[config.mk]
export PLATFORM = sky130hd
export DESIGN_NAME = rph_packet_handler
export DESIGN_NICKNAME = d
export VERILOG_FILES = /design/src/shared/rph_pkg.sv /design/src/hw/rph_packet_handler.sv
export SDC_FILE = /design/constraint.sdc
export NUM_CORES = 1
export LEC_CHECK = 0
export BUFFER_PORTS_ARGS = -buffer_cell sky130_fd_sc_hd__buf_2
export CORE_ASPECT_RATIO = 2
export CORE_MARGIN = 2
export CORE_UTILIZATION = 55
export DETAILED_ROUTE_END_ITERATION = 10
export GPL_ROUTABILITY_DRIVEN = 0
export HOLD_SLACK_MARGIN = 0.06
export PLACE_DENSITY = 0.72
export REMOVE_ABC_BUFFERS = 1
export SETUP_SLACK_MARGIN = 0.4
export SLEW_MARGIN = 20
export SYNTH_ARGS = -nofsm -noshare
export SYNTH_HDL_FRONTEND = slang
export SYNTH_SLANG_ARGS = --single-unit
[constraint.sdc]
create_clock -name clk_sys_in -period 9.69 [get_ports clk_sys_in]
set_input_delay 2.907 -clock clk_sys_in [delete_from_list [all_inputs] [get_ports clk_sys_in]]
set_output_delay 2.907 -clock clk_sys_in [all_outputs]
set_load 0.02 [all_outputs]
[src/shared/rph_pkg.sv]
// Shared constants and types for the receive packet handler configuration block
package rph_pkg;
  // Register indices; byte address is four times the index
  localparam logic [7:0] IDX_PACKET_FORMAT_CONFIG = 8'h37;
  localparam logic [7:0] IDX_PAYLOAD_LENGTH = 8'h38;
  localparam logic [7:0] IDX_OWN_NODE_ADDRESS = 8'h39;
  localparam logic [7:0] IDX_BROADCAST_NODE_ADDRESS = 8'h3A;
  localparam logic [7:0] IDX_AUTO_MODE_SEQUENCER = 8'h3B;
  localparam logic [7:0] IDX_FIFO_LEVEL_THRESHOLD = 8'h3C;
  localparam logic [7:0] IDX_FLAG_STATUS = 8'h50;
  localparam logic [7:0] IDX_IRQ_STATUS = 8'h51;
  localparam logic [7:0] IDX_IRQ_MASK = 8'h52;
  localparam logic [7:0] IDX_FIFO_DATA = 8'h53;
  localparam logic [7:0] IDX_OP_MODE = 8'h54;

  // packet_format_config fields
  localparam int POS_LENGTH_FORMAT = 7;
  localparam int POS_DECODING_LO = 5;
  localparam int POS_CHECKSUM_ENABLE = 4;
  localparam int POS_CHECKSUM_FAIL_KEEP = 3;
  localparam int POS_ADDR_FILTER_LO = 1;
  // auto_mode_sequencer fields
  localparam int POS_ENTRY_LO = 5;
  localparam int POS_LEAVE_LO = 2;
  localparam int POS_TEMP_LO = 0;

  // Reset values
  localparam logic [7:0] RST_PACKET_FORMAT_CONFIG = 8'h10;
  localparam logic [7:0] RST_PAYLOAD_LENGTH = 8'h40;
  localparam logic [7:0] RST_NODE_ADDRESS = 8'h00;
  localparam logic [7:0] RST_AUTO_MODE_SEQUENCER = 8'h00;
  localparam logic [7:0] RST_FIFO_LEVEL_THRESHOLD = 8'h8F;
  localparam logic [5:0] RST_IRQ_MASK = 6'h00;
  localparam logic [15:0] CRC_SEED = 16'hFFFF;
  localparam logic [15:0] CRC_POLY = 16'h1021;
  localparam logic [8:0] WHITEN_SEED = 9'h1FF;

  // Flag status bit positions
  localparam int FLG_FRAME_MATCH = 0;
  localparam int FLG_BODY_COMPLETE = 1;
  localparam int FLG_CHECKSUM_GOOD = 2;
  localparam int FLG_QUEUE_ABOVE = 3;
  localparam int FLG_QUEUE_HAS_DATA = 4;
  localparam int FLG_IN_TEMP_STATE = 5;
  localparam int FLG_QUEUE_FULL = 6;
  // Interrupt status bit positions
  localparam int IRQ_FRAME_MATCH = 0;
  localparam int IRQ_BODY_COMPLETE = 1;
  localparam int IRQ_CHECKSUM_GOOD = 2;
  localparam int IRQ_QUEUE_ABOVE = 3;
  localparam int IRQ_TEMP_ENTER = 4;
  localparam int IRQ_CHECKSUM_BAD = 5;

  typedef enum logic [1:0] {MODE_SLEEP, MODE_STANDBY, MODE_RECEIVE, MODE_RESERVED} rph_mode_e;
  typedef enum logic [1:0] {DEC_NONE, DEC_MANCHESTER, DEC_WHITEN, DEC_RESERVED} rph_dec_e;
  typedef enum logic [1:0] {FILT_OFF, FILT_NODE, FILT_NODE_BCAST, FILT_RESERVED} rph_filt_e;
  typedef enum {PS_HUNT, PS_LEN, PS_BODY, PS_CRC_HI, PS_CRC_LO, PS_HOLD} rph_pkt_e;
endpackage

[src/hw/rph_packet_handler.sv]
// Receive packet handler: config registers, bit decoder, packet engine, FIFO, auto modes
//
// Functional notes
// - Format bit: 0 fixed length, 1 variable length; resets to 0.
// - Decoding field: 00 none, 01 Manchester, 10 de-whitening, 11 reserved.
// - Checksum checked on payloads only while enable bit is 1; resets to 1.
// - Checksum fail with keep bit 0: flush FIFO, restart, no body-complete flag.
// - Checksum fail with keep bit 1: keep FIFO bytes, still raise body-complete.
// - Filter field: 00 off, 01 own node, 10 own node or broadcast.
// - Length register: exact length fixed, maximum length variable; resets to 0x40.
// - Own-node and broadcast id registers reset to 0x00, feed the filter.
// - Entry trigger 000 off, 001-101 rising flag edges, 111 FIFO empty.
// - Leave trigger: 001 FIFO empty, 010-101 flag edge or timeout, 111 timeout.
// - Temporary state select: 00 sleep, 01 standby, 10 receive.
// - Seven-bit FIFO threshold resets to fifteen; bit 7 unused, resets to 1.
// - Above-limit flag high only while FIFO count strictly exceeds threshold.
// - Frame-match flag set after sync and address, or at sync with filter off; clears leaving receive or FIFO empty.
// - Body-complete set after last byte with checksum off, else after the checksum bytes unless a failed check flushes; clears on FIFO empty.
`timescale 1ns/1ps
module rph_packet_handler #(
  parameter int FIFO_DEPTH = 66
) (
  input wire logic clk_sys_in,
  input wire logic rstn_in,
  input wire logic psel_in,
  input wire logic penable_in,
  input wire logic pwrite_in,
  input wire logic [11:0] paddr_in,
  input wire logic [31:0] pwdata_in,
  input wire logic [3:0] pstrb_in,
  output logic [31:0] prdata_out,
  output logic pready_out,
  output logic pslverr_out,
  input wire logic rx_chip_in,
  input wire logic rx_chip_valid_in,
  input wire logic sync_found_in,
  input wire logic timeout_in,
  output logic [1:0] mode_out,
  output logic irq_out
);
  localparam int CW = $clog2(FIFO_DEPTH + 1);

  function automatic logic [15:0] crc_bit(input logic [15:0] c, input logic b);
    crc_bit = {c[14:0], 1'b0} ^ ((c[15] ^ b) ? rph_pkg::CRC_POLY : 16'h0000);
  endfunction

  function automatic logic fld_hit(input logic [11:0] a, input logic [7:0] idx);
    fld_hit = (a[11:2] == {2'b00, idx}) && (a[1:0] == 2'b00);
  endfunction

  // Registers
  logic [7:0] packet_format_config, payload_length, own_node_address;
  logic [7:0] broadcast_node_address, auto_mode_sequencer, fifo_level_threshold;
  logic [5:0] irq_status, irq_mask;
  logic [1:0] op_mode;
  logic [7:0] next_packet_format_config, next_payload_length, next_own_node_address;
  logic [7:0] next_broadcast_node_address, next_auto_mode_sequencer;
  logic [7:0] next_fifo_level_threshold;
  logic [5:0] next_irq_status, next_irq_mask;
  logic [1:0] next_op_mode;
  logic [31:0] next_prdata;
  logic next_pready, next_pslverr, next_irq;
  // Core state
  logic [7:0] fifo_mem [FIFO_DEPTH];
  logic [CW-1:0] fifo_wr, fifo_rd, fifo_cnt, next_fifo_wr, next_fifo_rd, next_fifo_cnt;
  rph_pkg::rph_pkt_e pkt_state, next_pkt_state;
  logic [7:0] shift, next_shift, byte_left, next_byte_left;
  logic [2:0] bit_cnt, next_bit_cnt;
  logic half, next_half, first_chip, next_first_chip;
  logic [8:0] lfsr, next_lfsr;
  logic [15:0] crc, next_crc;
  logic [7:0] crc_hi, next_crc_hi;
  logic addr_pending, next_addr_pending;
  logic frame_match, body_complete, checksum_good, temp_active;
  logic next_frame_match, next_body_complete, next_checksum_good, next_temp_active;
  logic [3:0] prev_flags;
  logic [1:0] mode_q, next_mode;

  // Decoded fields
  logic length_format_select, checksum_enable, checksum_fail_keep;
  logic [1:0] line_decoding_select, addr_filter_select, temp_state_select;
  logic [2:0] auto_entry_trigger, auto_leave_trigger;
  logic [6:0] queue_level_limit;
  assign length_format_select = packet_format_config[rph_pkg::POS_LENGTH_FORMAT];
  assign line_decoding_select = packet_format_config[rph_pkg::POS_DECODING_LO +: 2];
  assign checksum_enable = packet_format_config[rph_pkg::POS_CHECKSUM_ENABLE];
  assign checksum_fail_keep = packet_format_config[rph_pkg::POS_CHECKSUM_FAIL_KEEP];
  assign addr_filter_select = packet_format_config[rph_pkg::POS_ADDR_FILTER_LO +: 2];
  assign auto_entry_trigger = auto_mode_sequencer[rph_pkg::POS_ENTRY_LO +: 3];
  assign auto_leave_trigger = auto_mode_sequencer[rph_pkg::POS_LEAVE_LO +: 3];
  assign temp_state_select = auto_mode_sequencer[rph_pkg::POS_TEMP_LO +: 2];
  assign queue_level_limit = fifo_level_threshold[6:0];

  logic queue_has_data_flag, queue_above_limit_flag, queue_full;
  assign queue_has_data_flag = (fifo_cnt != '0);
  assign queue_above_limit_flag = (fifo_cnt > CW'(queue_level_limit));
  assign queue_full = (fifo_cnt == CW'(FIFO_DEPTH));

  // APB access qualifiers; the slave inserts one wait state before completing
  logic acc_done, wr_done, rd_done;
  assign acc_done = psel_in && penable_in && pready_out;
  assign wr_done = acc_done && pwrite_in;
  assign rd_done = acc_done && !pwrite_in;
  logic pop;
  assign pop = rd_done && fld_hit(paddr_in, rph_pkg::IDX_FIFO_DATA) && queue_has_data_flag;

  logic [6:0] flag_status;
  assign flag_status = {queue_full, temp_active, queue_has_data_flag, queue_above_limit_flag,
                        checksum_good, body_complete, frame_match};

  // Receive decoding and packet engine
  logic rx_active, bit_ok, dec_bit, byte_done, push, restart, flush;
  logic [7:0] dec_byte;
  logic [3:0] rise;
  logic [5:0] irq_set;
  logic leave_rx, fifo_empty_evt, crc_fail_evt;
  logic [15:0] crc_rx;
  always_comb
  begin
    next_pkt_state = pkt_state;
    next_shift = shift;
    next_bit_cnt = bit_cnt;
    next_half = half;
    next_first_chip = first_chip;
    next_lfsr = lfsr;
    next_crc = crc;
    next_crc_hi = crc_hi;
    next_byte_left = byte_left;
    next_addr_pending = addr_pending;
    next_frame_match = frame_match;
    next_body_complete = body_complete;
    next_checksum_good = checksum_good;
    bit_ok = 1'b0;
    dec_bit = rx_chip_in;
    byte_done = 1'b0;
    dec_byte = {shift[6:0], dec_bit};
    push = 1'b0;
    restart = 1'b0;
    flush = 1'b0;
    crc_fail_evt = 1'b0;
    crc_rx = {crc_hi, dec_byte};
    rx_active = (mode_q == rph_pkg::MODE_RECEIVE);
    leave_rx = rx_active && (next_mode != rph_pkg::MODE_RECEIVE);
    if (rx_active && rx_chip_valid_in && pkt_state != rph_pkg::PS_HUNT
        && pkt_state != rph_pkg::PS_HOLD)
    begin
      case (line_decoding_select)
        rph_pkg::DEC_MANCHESTER:
        begin
          // A high-then-low chip pair carries a one; the second chip is not checked
          next_half = !half;
          next_first_chip = rx_chip_in;
          bit_ok = half;
          dec_bit = first_chip;
        end
        rph_pkg::DEC_WHITEN:
        begin
          bit_ok = 1'b1;
          dec_bit = rx_chip_in ^ lfsr[0];
          next_lfsr = {lfsr[0] ^ lfsr[5], lfsr[8:1]};
        end
        default:
        begin
          bit_ok = 1'b1;
          dec_bit = rx_chip_in;
        end
      endcase
    end
    dec_byte = {shift[6:0], dec_bit};
    crc_rx = {crc_hi, dec_byte};
    if (bit_ok)
    begin
      next_shift = dec_byte;
      next_bit_cnt = bit_cnt + 3'd1;
      byte_done = (bit_cnt == 3'd7);
    end
    if (bit_ok && (pkt_state == rph_pkg::PS_LEN || pkt_state == rph_pkg::PS_BODY))
      next_crc = crc_bit(crc, dec_bit);
    case (pkt_state)
      rph_pkg::PS_HUNT:
        if (rx_active && sync_found_in)
        begin
          next_bit_cnt = 3'd0;
          next_half = 1'b0;
          next_lfsr = rph_pkg::WHITEN_SEED;
          next_crc = rph_pkg::CRC_SEED;
          next_byte_left = payload_length;
          next_addr_pending = (addr_filter_select != rph_pkg::FILT_OFF);
          next_frame_match = (addr_filter_select == rph_pkg::FILT_OFF);
          next_pkt_state = length_format_select ? rph_pkg::PS_LEN : rph_pkg::PS_BODY;
        end
      rph_pkg::PS_LEN:
        if (byte_done)
        begin
          // Length counts the address byte and the payload
          if (dec_byte == 8'h00 || dec_byte > payload_length)
            restart = 1'b1;
          else
          begin
            push = 1'b1;
            next_byte_left = dec_byte;
            next_pkt_state = rph_pkg::PS_BODY;
          end
        end
      rph_pkg::PS_BODY:
        if (byte_done)
        begin
          if (addr_pending && !(dec_byte == own_node_address
              || (addr_filter_select == rph_pkg::FILT_NODE_BCAST
              && dec_byte == broadcast_node_address)))
            restart = 1'b1;
          else
          begin
            push = 1'b1;
            next_addr_pending = 1'b0;
            if (addr_pending)
              next_frame_match = 1'b1;
            next_byte_left = byte_left - 8'd1;
            if (byte_left == 8'd1)
            begin
              if (checksum_enable)
                next_pkt_state = rph_pkg::PS_CRC_HI;
              else
              begin
                next_body_complete = 1'b1;
                next_pkt_state = rph_pkg::PS_HOLD;
              end
            end
          end
        end
      rph_pkg::PS_CRC_HI:
        if (byte_done)
        begin
          next_crc_hi = dec_byte;
          next_pkt_state = rph_pkg::PS_CRC_LO;
        end
      rph_pkg::PS_CRC_LO:
        if (byte_done)
        begin
          if (crc_rx == crc)
          begin
            next_checksum_good = 1'b1;
            next_body_complete = 1'b1;
            next_pkt_state = rph_pkg::PS_HOLD;
          end
          else
          begin
            crc_fail_evt = 1'b1;
            if (checksum_fail_keep)
            begin
              next_body_complete = 1'b1;
              next_pkt_state = rph_pkg::PS_HOLD;
            end
            else
            begin
              flush = 1'b1;
              restart = 1'b1;
            end
          end
        end
      rph_pkg::PS_HOLD:
        // Next packet waits until software has drained the FIFO
        if (!queue_has_data_flag)
          next_pkt_state = rph_pkg::PS_HUNT;
      default:
        next_pkt_state = rph_pkg::PS_HUNT;
    endcase
    if (restart)
    begin
      next_pkt_state = rph_pkg::PS_HUNT;
      next_frame_match = 1'b0;
    end
    if (restart && !length_format_select && !flush && pkt_state == rph_pkg::PS_BODY)
      flush = 1'b1;
    if (restart && pkt_state != rph_pkg::PS_LEN)
      flush = 1'b1;
    if (leave_rx)
    begin
      next_pkt_state = rph_pkg::PS_HUNT;
      next_frame_match = 1'b0;
    end
    // FIFO bookkeeping; a flush drops any byte of the current frame
    next_fifo_wr = fifo_wr;
    next_fifo_rd = fifo_rd;
    next_fifo_cnt = fifo_cnt;
    if (flush)
    begin
      next_fifo_wr = '0;
      next_fifo_rd = '0;
      next_fifo_cnt = '0;
    end
    else
    begin
      if (push && !queue_full)
        next_fifo_wr = (fifo_wr == CW'(FIFO_DEPTH - 1)) ? '0 : fifo_wr + CW'(1);
      if (pop)
        next_fifo_rd = (fifo_rd == CW'(FIFO_DEPTH - 1)) ? '0 : fifo_rd + CW'(1);
      next_fifo_cnt = fifo_cnt + CW'(push && !queue_full) - CW'(pop);
    end
    fifo_empty_evt = queue_has_data_flag && (next_fifo_cnt == '0);
    if (next_fifo_cnt == '0)
    begin
      next_body_complete = 1'b0;
      next_checksum_good = 1'b0;
      if (queue_has_data_flag)
        next_frame_match = 1'b0;
    end
  end

  // Auto-mode sequencer; edges are seen on the registered flags
  logic entry_evt, leave_evt;
  always_comb
  begin
    rise = {queue_above_limit_flag, checksum_good, body_complete, frame_match}
           & ~prev_flags;
    case (auto_entry_trigger)
      // Only the empty-to-filled step counts, not a FIFO that sits at one byte
      3'b001: entry_evt = !queue_has_data_flag && (next_fifo_cnt != '0);
      3'b010: entry_evt = rise[3];
      3'b011: entry_evt = rise[2];
      3'b100: entry_evt = rise[1];
      3'b101: entry_evt = rise[0];
      3'b111: entry_evt = fifo_empty_evt;
      default: entry_evt = 1'b0;
    endcase
    case (auto_leave_trigger)
      3'b001: leave_evt = fifo_empty_evt;
      3'b010: leave_evt = rise[3] || timeout_in;
      3'b011: leave_evt = rise[2] || timeout_in;
      3'b100: leave_evt = rise[1] || timeout_in;
      3'b101: leave_evt = rise[0] || timeout_in;
      3'b111: leave_evt = timeout_in;
      default: leave_evt = 1'b0;
    endcase
    next_temp_active = temp_active;
    if (auto_entry_trigger == 3'b000 || auto_leave_trigger == 3'b000)
      next_temp_active = 1'b0;
    else if (!temp_active && entry_evt)
      next_temp_active = 1'b1;
    else if (temp_active && leave_evt)
      next_temp_active = 1'b0;
    // Reserved temporary code falls back to standby
    if (next_temp_active)
      next_mode = (temp_state_select == rph_pkg::MODE_RESERVED) ?
                  rph_pkg::MODE_STANDBY : temp_state_select;
    else
      next_mode = op_mode;
  end

  // Register file and interrupt logic
  always_comb
  begin
    next_packet_format_config = packet_format_config;
    next_payload_length = payload_length;
    next_own_node_address = own_node_address;
    next_broadcast_node_address = broadcast_node_address;
    next_auto_mode_sequencer = auto_mode_sequencer;
    next_fifo_level_threshold = fifo_level_threshold;
    next_irq_mask = irq_mask;
    next_op_mode = op_mode;
    next_irq_status = irq_status;
    next_prdata = prdata_out;
    next_pslverr = 1'b0;
    next_pready = psel_in && penable_in && !pready_out;
    irq_set = '0;
    irq_set[rph_pkg::IRQ_FRAME_MATCH] = rise[0];
    irq_set[rph_pkg::IRQ_BODY_COMPLETE] = rise[1];
    irq_set[rph_pkg::IRQ_CHECKSUM_GOOD] = rise[2];
    irq_set[rph_pkg::IRQ_QUEUE_ABOVE] = rise[3];
    irq_set[rph_pkg::IRQ_TEMP_ENTER] = next_temp_active && !temp_active;
    irq_set[rph_pkg::IRQ_CHECKSUM_BAD] = crc_fail_evt;
    if (wr_done && pstrb_in[0])
    begin
      if (fld_hit(paddr_in, rph_pkg::IDX_PACKET_FORMAT_CONFIG))
        next_packet_format_config = pwdata_in[7:0];
      if (fld_hit(paddr_in, rph_pkg::IDX_PAYLOAD_LENGTH))
        next_payload_length = pwdata_in[7:0];
      if (fld_hit(paddr_in, rph_pkg::IDX_OWN_NODE_ADDRESS))
        next_own_node_address = pwdata_in[7:0];
      if (fld_hit(paddr_in, rph_pkg::IDX_BROADCAST_NODE_ADDRESS))
        next_broadcast_node_address = pwdata_in[7:0];
      if (fld_hit(paddr_in, rph_pkg::IDX_AUTO_MODE_SEQUENCER))
        next_auto_mode_sequencer = pwdata_in[7:0];
      if (fld_hit(paddr_in, rph_pkg::IDX_FIFO_LEVEL_THRESHOLD))
        next_fifo_level_threshold = pwdata_in[7:0];
      if (fld_hit(paddr_in, rph_pkg::IDX_IRQ_STATUS))
        next_irq_status = irq_status & ~pwdata_in[5:0];
      if (fld_hit(paddr_in, rph_pkg::IDX_IRQ_MASK))
        next_irq_mask = pwdata_in[5:0];
      if (fld_hit(paddr_in, rph_pkg::IDX_OP_MODE))
        next_op_mode = pwdata_in[1:0];
    end
    // Set wins over a clear in the same cycle
    next_irq_status = next_irq_status | irq_set;
    if (psel_in && penable_in && !pready_out)
    begin
      next_prdata = 32'h0000_0000;
      case (paddr_in[11:2])
        {2'b00, rph_pkg::IDX_PACKET_FORMAT_CONFIG}: next_prdata[7:0] = packet_format_config;
        {2'b00, rph_pkg::IDX_PAYLOAD_LENGTH}: next_prdata[7:0] = payload_length;
        {2'b00, rph_pkg::IDX_OWN_NODE_ADDRESS}: next_prdata[7:0] = own_node_address;
        {2'b00, rph_pkg::IDX_BROADCAST_NODE_ADDRESS}: next_prdata[7:0] = broadcast_node_address;
        {2'b00, rph_pkg::IDX_AUTO_MODE_SEQUENCER}: next_prdata[7:0] = auto_mode_sequencer;
        {2'b00, rph_pkg::IDX_FIFO_LEVEL_THRESHOLD}: next_prdata[7:0] = fifo_level_threshold;
        {2'b00, rph_pkg::IDX_FLAG_STATUS}: next_prdata[6:0] = flag_status;
        {2'b00, rph_pkg::IDX_IRQ_STATUS}: next_prdata[5:0] = irq_status;
        {2'b00, rph_pkg::IDX_IRQ_MASK}: next_prdata[5:0] = irq_mask;
        {2'b00, rph_pkg::IDX_FIFO_DATA}:
          next_prdata[7:0] = queue_has_data_flag ? fifo_mem[fifo_rd] : 8'h00;
        {2'b00, rph_pkg::IDX_OP_MODE}: next_prdata[1:0] = op_mode;
        default: next_pslverr = 1'b1;
      endcase
      // Refused accesses read zero
      if (paddr_in[1:0] != 2'b00)
      begin
        next_pslverr = 1'b1;
        next_prdata = 32'h0000_0000;
      end
    end
    next_irq = |(next_irq_status & next_irq_mask);
  end

  always_ff @(posedge clk_sys_in)
  begin
    // Storage has no reset so it can map onto RAM
    if (push && !queue_full && !flush)
      fifo_mem[fifo_wr] <= dec_byte;
  end

  always_ff @(posedge clk_sys_in or negedge rstn_in)
  begin
    if (!rstn_in)
    begin
      packet_format_config <= rph_pkg::RST_PACKET_FORMAT_CONFIG;
      payload_length <= rph_pkg::RST_PAYLOAD_LENGTH;
      own_node_address <= rph_pkg::RST_NODE_ADDRESS;
      broadcast_node_address <= rph_pkg::RST_NODE_ADDRESS;
      auto_mode_sequencer <= rph_pkg::RST_AUTO_MODE_SEQUENCER;
      fifo_level_threshold <= rph_pkg::RST_FIFO_LEVEL_THRESHOLD;
      irq_status <= '0;
      irq_mask <= rph_pkg::RST_IRQ_MASK;
      op_mode <= rph_pkg::MODE_STANDBY;
      prdata_out <= '0;
      pready_out <= 1'b0;
      pslverr_out <= 1'b0;
      irq_out <= 1'b0;
      mode_out <= rph_pkg::MODE_STANDBY;
      mode_q <= rph_pkg::MODE_STANDBY;
      pkt_state <= rph_pkg::PS_HUNT;
      shift <= '0;
      bit_cnt <= '0;
      half <= 1'b0;
      first_chip <= 1'b0;
      lfsr <= rph_pkg::WHITEN_SEED;
      crc <= rph_pkg::CRC_SEED;
      crc_hi <= '0;
      byte_left <= '0;
      addr_pending <= 1'b0;
      frame_match <= 1'b0;
      body_complete <= 1'b0;
      checksum_good <= 1'b0;
      temp_active <= 1'b0;
      prev_flags <= '0;
      fifo_wr <= '0;
      fifo_rd <= '0;
      fifo_cnt <= '0;
    end
    else
    begin
      packet_format_config <= next_packet_format_config;
      payload_length <= next_payload_length;
      own_node_address <= next_own_node_address;
      broadcast_node_address <= next_broadcast_node_address;
      auto_mode_sequencer <= next_auto_mode_sequencer;
      fifo_level_threshold <= next_fifo_level_threshold;
      irq_status <= next_irq_status;
      irq_mask <= next_irq_mask;
      op_mode <= next_op_mode;
      prdata_out <= next_prdata;
      pready_out <= next_pready;
      pslverr_out <= next_pslverr;
      irq_out <= next_irq;
      mode_out <= next_mode;
      mode_q <= next_mode;
      pkt_state <= next_pkt_state;
      shift <= next_shift;
      bit_cnt <= next_bit_cnt;
      half <= next_half;
      first_chip <= next_first_chip;
      lfsr <= next_lfsr;
      crc <= next_crc;
      crc_hi <= next_crc_hi;
      byte_left <= next_byte_left;
      addr_pending <= next_addr_pending;
      frame_match <= next_frame_match;
      body_complete <= next_body_complete;
      checksum_good <= next_checksum_good;
      temp_active <= next_temp_active;
      prev_flags <= {queue_above_limit_flag, checksum_good, body_complete, frame_match};
      fifo_wr <= next_fifo_wr;
      fifo_rd <= next_fifo_rd;
      fifo_cnt <= next_fifo_cnt;
    end
  end
endmodule

After elaboration in Yosys (flattened, before gate mapping)
Memory sizes are Yosys's and may differ from the RTL's.
Cells that the tools add are included.
Widths: inputs -> output; s select.

storage, ports and cells
  register bits = 214
  bits in writable memories = 528
  input port bits = 57
  output and inout bits = 37
  word-level logic and storage cells = 325
  memories kept = 1

cells by class
  $add $sub $neg = 6
  $lt $le $gt $ge = 2
  eq/ne operators = 67
  multiplexer cells = 116
  bitwise logic cells = 10
  reduce and logical (&&, ||, !) cells = 91

memory list
  name      words  width  rd ports  clocked after Yosys merged registers in  write ports  line                      text
  fifo_mem  66     8      1         0                                        1            rph_packet_handler.sv:64  logic [7:0] fifo_mem [FIFO_DEPTH];

operator list
  operator             count
  $mux 32              13
  $pmux 32 s6          1
  $eq 32x2->1 const B  3
  $eq 32x3->1 const B  3
  $eq 10x6->1 const B  6
  $mux 1               56
  $mux 8               7
  $eq 10x7->1 const B  5
  $mux 7               7
  $mux 16              3
  $ne 4x4->1 const B   10
  $pmux 4 s10          1
  $logic_and 1x1->1    37
  $mux 9               4
  $eq 32x1->1 const B  1
  $logic_not 32->1     1
  $ne 32x2->1 const B  1
  $ne 32x4->1 const B  1
  $reduce_bool 32->1   1
  $mux 6               4
  $pmux 8 s3           1
  $pmux 2 s11          1
  $eq 3x3->1 const B   7
  $eq 7x7->1 const B   3
  other kinds (49)     115

Logic depth before layout (Yosys ltp)
  depth after elaboration = 32
  mapped depth = 29
  mapped depth without buffers = 27

Least setup slack after synthesis
OpenSTA, ideal clock, no wires.

  kind = input-to-reg
  from = input port rx_chip_in
  to = register pkt_state[2]
  library setup time = 0.094 ns
  arrival = 7.790 ns
  required time = 9.596 ns
  path slack = 1.806 ns
  cell stages on the path = 28
  buffers on the path = 2
  path through = inv_1 -> a32oi_1 -> nor3_2 -> nor2_2 -> ha_1 -> nor2b_1 -> o211ai_1 -> a21oi_1 -> a2111oi_0 -> o22ai_1 -> nand2b_1 -> a211o_1 -> buf_2 -> clkbuf_1 -> ha_1 -> inv_1 -> ha_1 -> inv_1 -> fa_1 -> nor2b_1 -> o311a_1 -> o32a_1 -> nand2_1 -> nor3_1 -> a211o_1 -> a21oi_1 -> a211o_2 -> a221oi_2

between the ends
  word-level cells in the longest chain between the ends = 29
  elaborated cells on any way between the ends = 67
  classes of those cells = add/sub (2); order compare (1); eq/ne (14); mux (29); bitwise (1); reduce/logical (20)

RTL lines
  item                                                                 line                       text
  start, declared                                                      rph_packet_handler.sv:34   input wire logic rx_chip_in,
  $xor 1x1->1                                                          rph_packet_handler.sv:159  dec_bit = rx_chip_in ^ lfsr[0];
  $pmux 1 s2                                                           rph_packet_handler.sv:147  case (line_decoding_select)
  $mux 1 (*)                                                           rph_packet_handler.sv:144  if (rx_active && rx_chip_valid_in && pkt_state != rph_pkg::PS_HUNT
  parallel branches: the longest is 26 deep, another holds $gt 8x8->1  --
  end signal, assigned                                                 rph_packet_handler.sv:449  pkt_state <= rph_pkg::PS_HUNT;
  end signal, assigned                                                 rph_packet_handler.sv:485  pkt_state <= next_pkt_state;
  end, declared                                                        rph_packet_handler.sv:66   rph_pkg::rph_pkt_e pkt_state, next_pkt_state;

Every way passes the cells marked *. The select of a mux whose other input is x is not followed.
A chain may end at the register's enable or synchronous reset.

Worst setup path in the final report
  from = input port rx_chip_valid_in
  to = register pkt_state[2]

between the ends
  word-level cells in the longest chain between the ends = 30
  elaborated cells on any way between the ends = 70
  classes of those cells = add/sub (2); order compare (1); eq/ne (14); mux (30); reduce/logical (23)

RTL lines
  item                                                                 line                       text
  start, declared                                                      rph_packet_handler.sv:35   input wire logic rx_chip_valid_in,
  $logic_and 1x1->1 (*) (2 in series)                                  rph_packet_handler.sv:144
  $logic_and 1x1->1 (*)                                                rph_packet_handler.sv:145  && pkt_state != rph_pkg::PS_HOLD)
  parallel branches: the longest is 27 deep, another holds $gt 8x8->1  --

Marked as above.

==> qor.txt <==
Sequential fraction of the synthesis area = 66.5%
Synth async-reset ratio = 23.4%
Cell Rows = 121
Gate Count Post-Synth = 1,820
Cell with the most instances after synthesis = sky130_fd_sc_hd__edfxtp_1
Total global routing overflow = 0
Setup WS pre-CTS = 1.00 ns
Unrepaired setup endpoints after global routing = no
Min-delay worst type = reg2reg
Sum of routed wire length over all layers = 74,300 µm
Yosys top cell by area = sky130_fd_sc_hd__edfxtp_1
Max-slew headroom at the worst pin = 24.3%
Run status = completed
Number of antenna violations at the first check in global routing = 3
Synthesized area per cell = 16.5 µm²
Critical Path RT = 10.20 ns
Total clock buffers created by CTS = 56
Arrival time of data at the critical path endpoint = 8.75 ns
Max FO, Critical Path = 7
Setup slack of the worst register-to-register path = 2.84 ns
Post-DR vias/cell = 6.42
Final hold violations = 0
Ranking of synthesized cells by instance count = 528 x sky130_fd_sc_hd__edfxtp_1, 176 x sky130_fd_sc_hd__mux4_2, 127 x sky130_fd_sc_hd__dfrtp_1, 120 x sky130_fd_sc_hd__nand2_1, 76 x sky130_fd_sc_hd__nor2_1
Ratio of final minimum period to clock period = 85.0%
Number of buffers added to fix hold violations after cts = 0
Top-level port count = 94
Overall die area = 56,500 µm²
Crit path launch type = input port
Post-synth EDFFs = 528
Share of layout cells above drive strength 1 = 27.8%
Max Cap Violations = 0
Leakage dissipation = 11.7 nW
Upper clock frequency limit = 121 MHz
Floorplan die width = 169 µm
Maximum ir drop on the vdd rail = 0.130 mV
DRC errors left = 0
Flip-flop and latch count after synthesis = 689
Minimum period implied by the final worst setup slack = 8.24 ns
Area of all placed cells without fillers = 33,200 µm²
Number of buffers on the longest clock path = 3
Number of port buffers = 42
Clock Sinks = 689
Overall track demand over capacity in global routing = 26.9%
Synth Flop Type = sky130_fd_sc_hd__edfxtp_1
Initial core utilization = 55.3%
Post_cts resized = 0
Synthesis-to-finish area growth = 10.8%
Post-route antenna net violation count = 0
Post-route setup slack = 1.45 ns
Count of yosys warnings during synthesis = 0
Post-CTS setup buffer count = 0
Wire length of the first global-routing pass = 111,000 µm
Placeable core region = 54,200 µm²
Kind of end point of the critical path = flip-flop
Slew at the pin closest to its max-slew limit = 1.13 ns
Post-DP HPWL = 49,700 µm
Post-CTS clock slew at the launch and capture registers of the worst setup and hold paths = 0.07 ns
Clock latency reported for the late side of the worst-skew pair = 0.62 ns
Clock tree from TritonCTS = done
Clock Skews = 0.0196 ns
Power per Cell Area = 183 nW/µm²
Instance area after placement = 31,100 µm²
Cell variety after synth = 93
Average detailed-routed wire length per instance = 28.4 µm
Setup-failing EPs final = 0
Yosys top cell area share = 52.9%
DRT Pass-1 Iters = 6
Post-route setup TNS = 0 ns
Cells taking the most area after synthesis = sky130_fd_sc_hd__edfxtp_1 53%, sky130_fd_sc_hd__mux4_2 13%, sky130_fd_sc_hd__dfrtp_1 11%
Vias in the first global route = 17,499
Die Y = 334 µm
Worst Path Class, Setup = in2reg
Layout net count = 1,986
Cell Area, Synth = 30,000 µm²
Iteration-0 DRC Markers = 1,737
Cell chosen for the clock root = sky130_fd_sc_hd__clkbuf_16
Routed vias = 16,784
Number of H-tree levels = 2
Largest net degree at the start of global routing = 94
Pins over their slew limit = 0
[critical path, stage by stage]
cell,delay (ns)
sky130_fd_sc_hd__buf_2,0.13
sky130_fd_sc_hd__o211a_2,0.27
sky130_fd_sc_hd__a21oi_2,0.11
sky130_fd_sc_hd__nor2_2,0.32
sky130_fd_sc_hd__ha_1,0.24
sky130_fd_sc_hd__nor2b_1,0.05
sky130_fd_sc_hd__o211ai_1,0.16
sky130_fd_sc_hd__a21oi_1,0.08
sky130_fd_sc_hd__a2111oi_0,0.40
sky130_fd_sc_hd__o22ai_1,0.23
sky130_fd_sc_hd__nand2b_1,0.18
sky130_fd_sc_hd__a211o_2,0.46
sky130_fd_sc_hd__ha_1,0.32
sky130_fd_sc_hd__inv_1,0.06
sky130_fd_sc_hd__ha_1,0.16
sky130_fd_sc_hd__inv_1,0.06
sky130_fd_sc_hd__fa_1,0.43
sky130_fd_sc_hd__nor2b_1,0.21
sky130_fd_sc_hd__o311a_1,0.21
sky130_fd_sc_hd__o32a_1,0.16
sky130_fd_sc_hd__nand2_1,0.08
sky130_fd_sc_hd__nor3_1,0.21
sky130_fd_sc_hd__buf_4,0.23
sky130_fd_sc_hd__a211o_1,0.22
sky130_fd_sc_hd__o211ai_2,0.18
sky130_fd_sc_hd__a211o_2,0.39
sky130_fd_sc_hd__a221oi_2,0.26
[cells by family (layout without fill, tap and decap cells)]
kind of cell / after synthesis / in the layout / share of synthesized area, %
XOR/XNOR: 47 / 47 / 1.44
adder cells (fa/ha/maj): 37 / 37 / 1.57
flip-flops: 689 / 689 / 66.5
other: 1 / 25 / 0.0125
AND/OR/NAND/NOR: 428 / 428 / 7.30
buffers and inverters: 172 / 266 / 2.56
multiplexers: 257 / 257 / 16.2
AO/OA/AOI/OAI: 189 / 189 / 4.41
[flip-flops by register name, summed over array words and instances, names as in the netlist, 7 cells and up]
register                cells
broadcast_node_address      8
fifo_level_threshold        8
fifo_rd                     7
lfsr                        9
packet_format_config        8
own_node_address            8
fifo_cnt                    7
byte_left                   8
fifo_wr                     7
payload_length              8
shift                       7
crc                        16
fifo_mem                  528
auto_mode_sequencer         8
prdata_out                  8
crc_hi                      8
[per-stage QoR]
step	hold WS, ns	power [W]	utilization, %	cells
after floorplan	0.386	0.00352	-	1724
after global placement	0.450	0.00363	57.4	2510
after detailed placement	0.446	0.00365	57.4	2510
after CTS	0.458	0.00611	61.1	2613
after global routing	0.481	0.00627	61.2	2614
final	0.450	0.00609	61.2	2614
[final cells by class]
type | instances | area (µm²)
inverter | 53 | 199
antenna | 1 | 2.50
clock inverter | 37 | 562
tap | 676 | 846
clock buffer | 66 | 1450
multi-input combinational | 982 | 9460
fill | 3836 | 21000
timing repair buffer | 110 | 727
sequential | 689 | 19900
[where the power goes]
part           internal [W]  switching (W)  total [W]
combinational      0.000137       0.000239   0.000376
sequential          0.00318      0.0000410    0.00322
clock               0.00145        0.00104    0.00249
[metal layers]
layer,wire (µm),global-route usage (%)
met1,24200,27.9
met2,40700,49.4
met3,3750,4.60
met4,5520,17.3
met5,23,0
[layout by cell type (no fill, tap or decap), drive strengths merged, types with 34 or more instances in the layout]
cell type	n
ha	36
nand3	49
mux4	176
nand2	120
inv	56
clkbuf	66
buf	110
nor2	77
dfstp	34
mux2	67
a21oi	46
edfxtp	528
nor3	46
dfrtp	127
o21ai	46
nor4	46
[worst paths after layout]
check	depth (start not counted)	end	start
worst max-delay path	27	pkt_state[2]	rx_chip_valid_in
worst min-delay path	0	prev_flags[1]	body_complete
worst max register to register	23	pkt_state[2]	shift[6]
worst min register to register	0	prev_flags[1]	body_complete
max in group asynchronous	2	fifo_rd[1]	rstn_in
min in group asynchronous	1	fifo_level_threshold[5]	rstn_in
No activity file was read; power rests on OpenSTA's default activity.
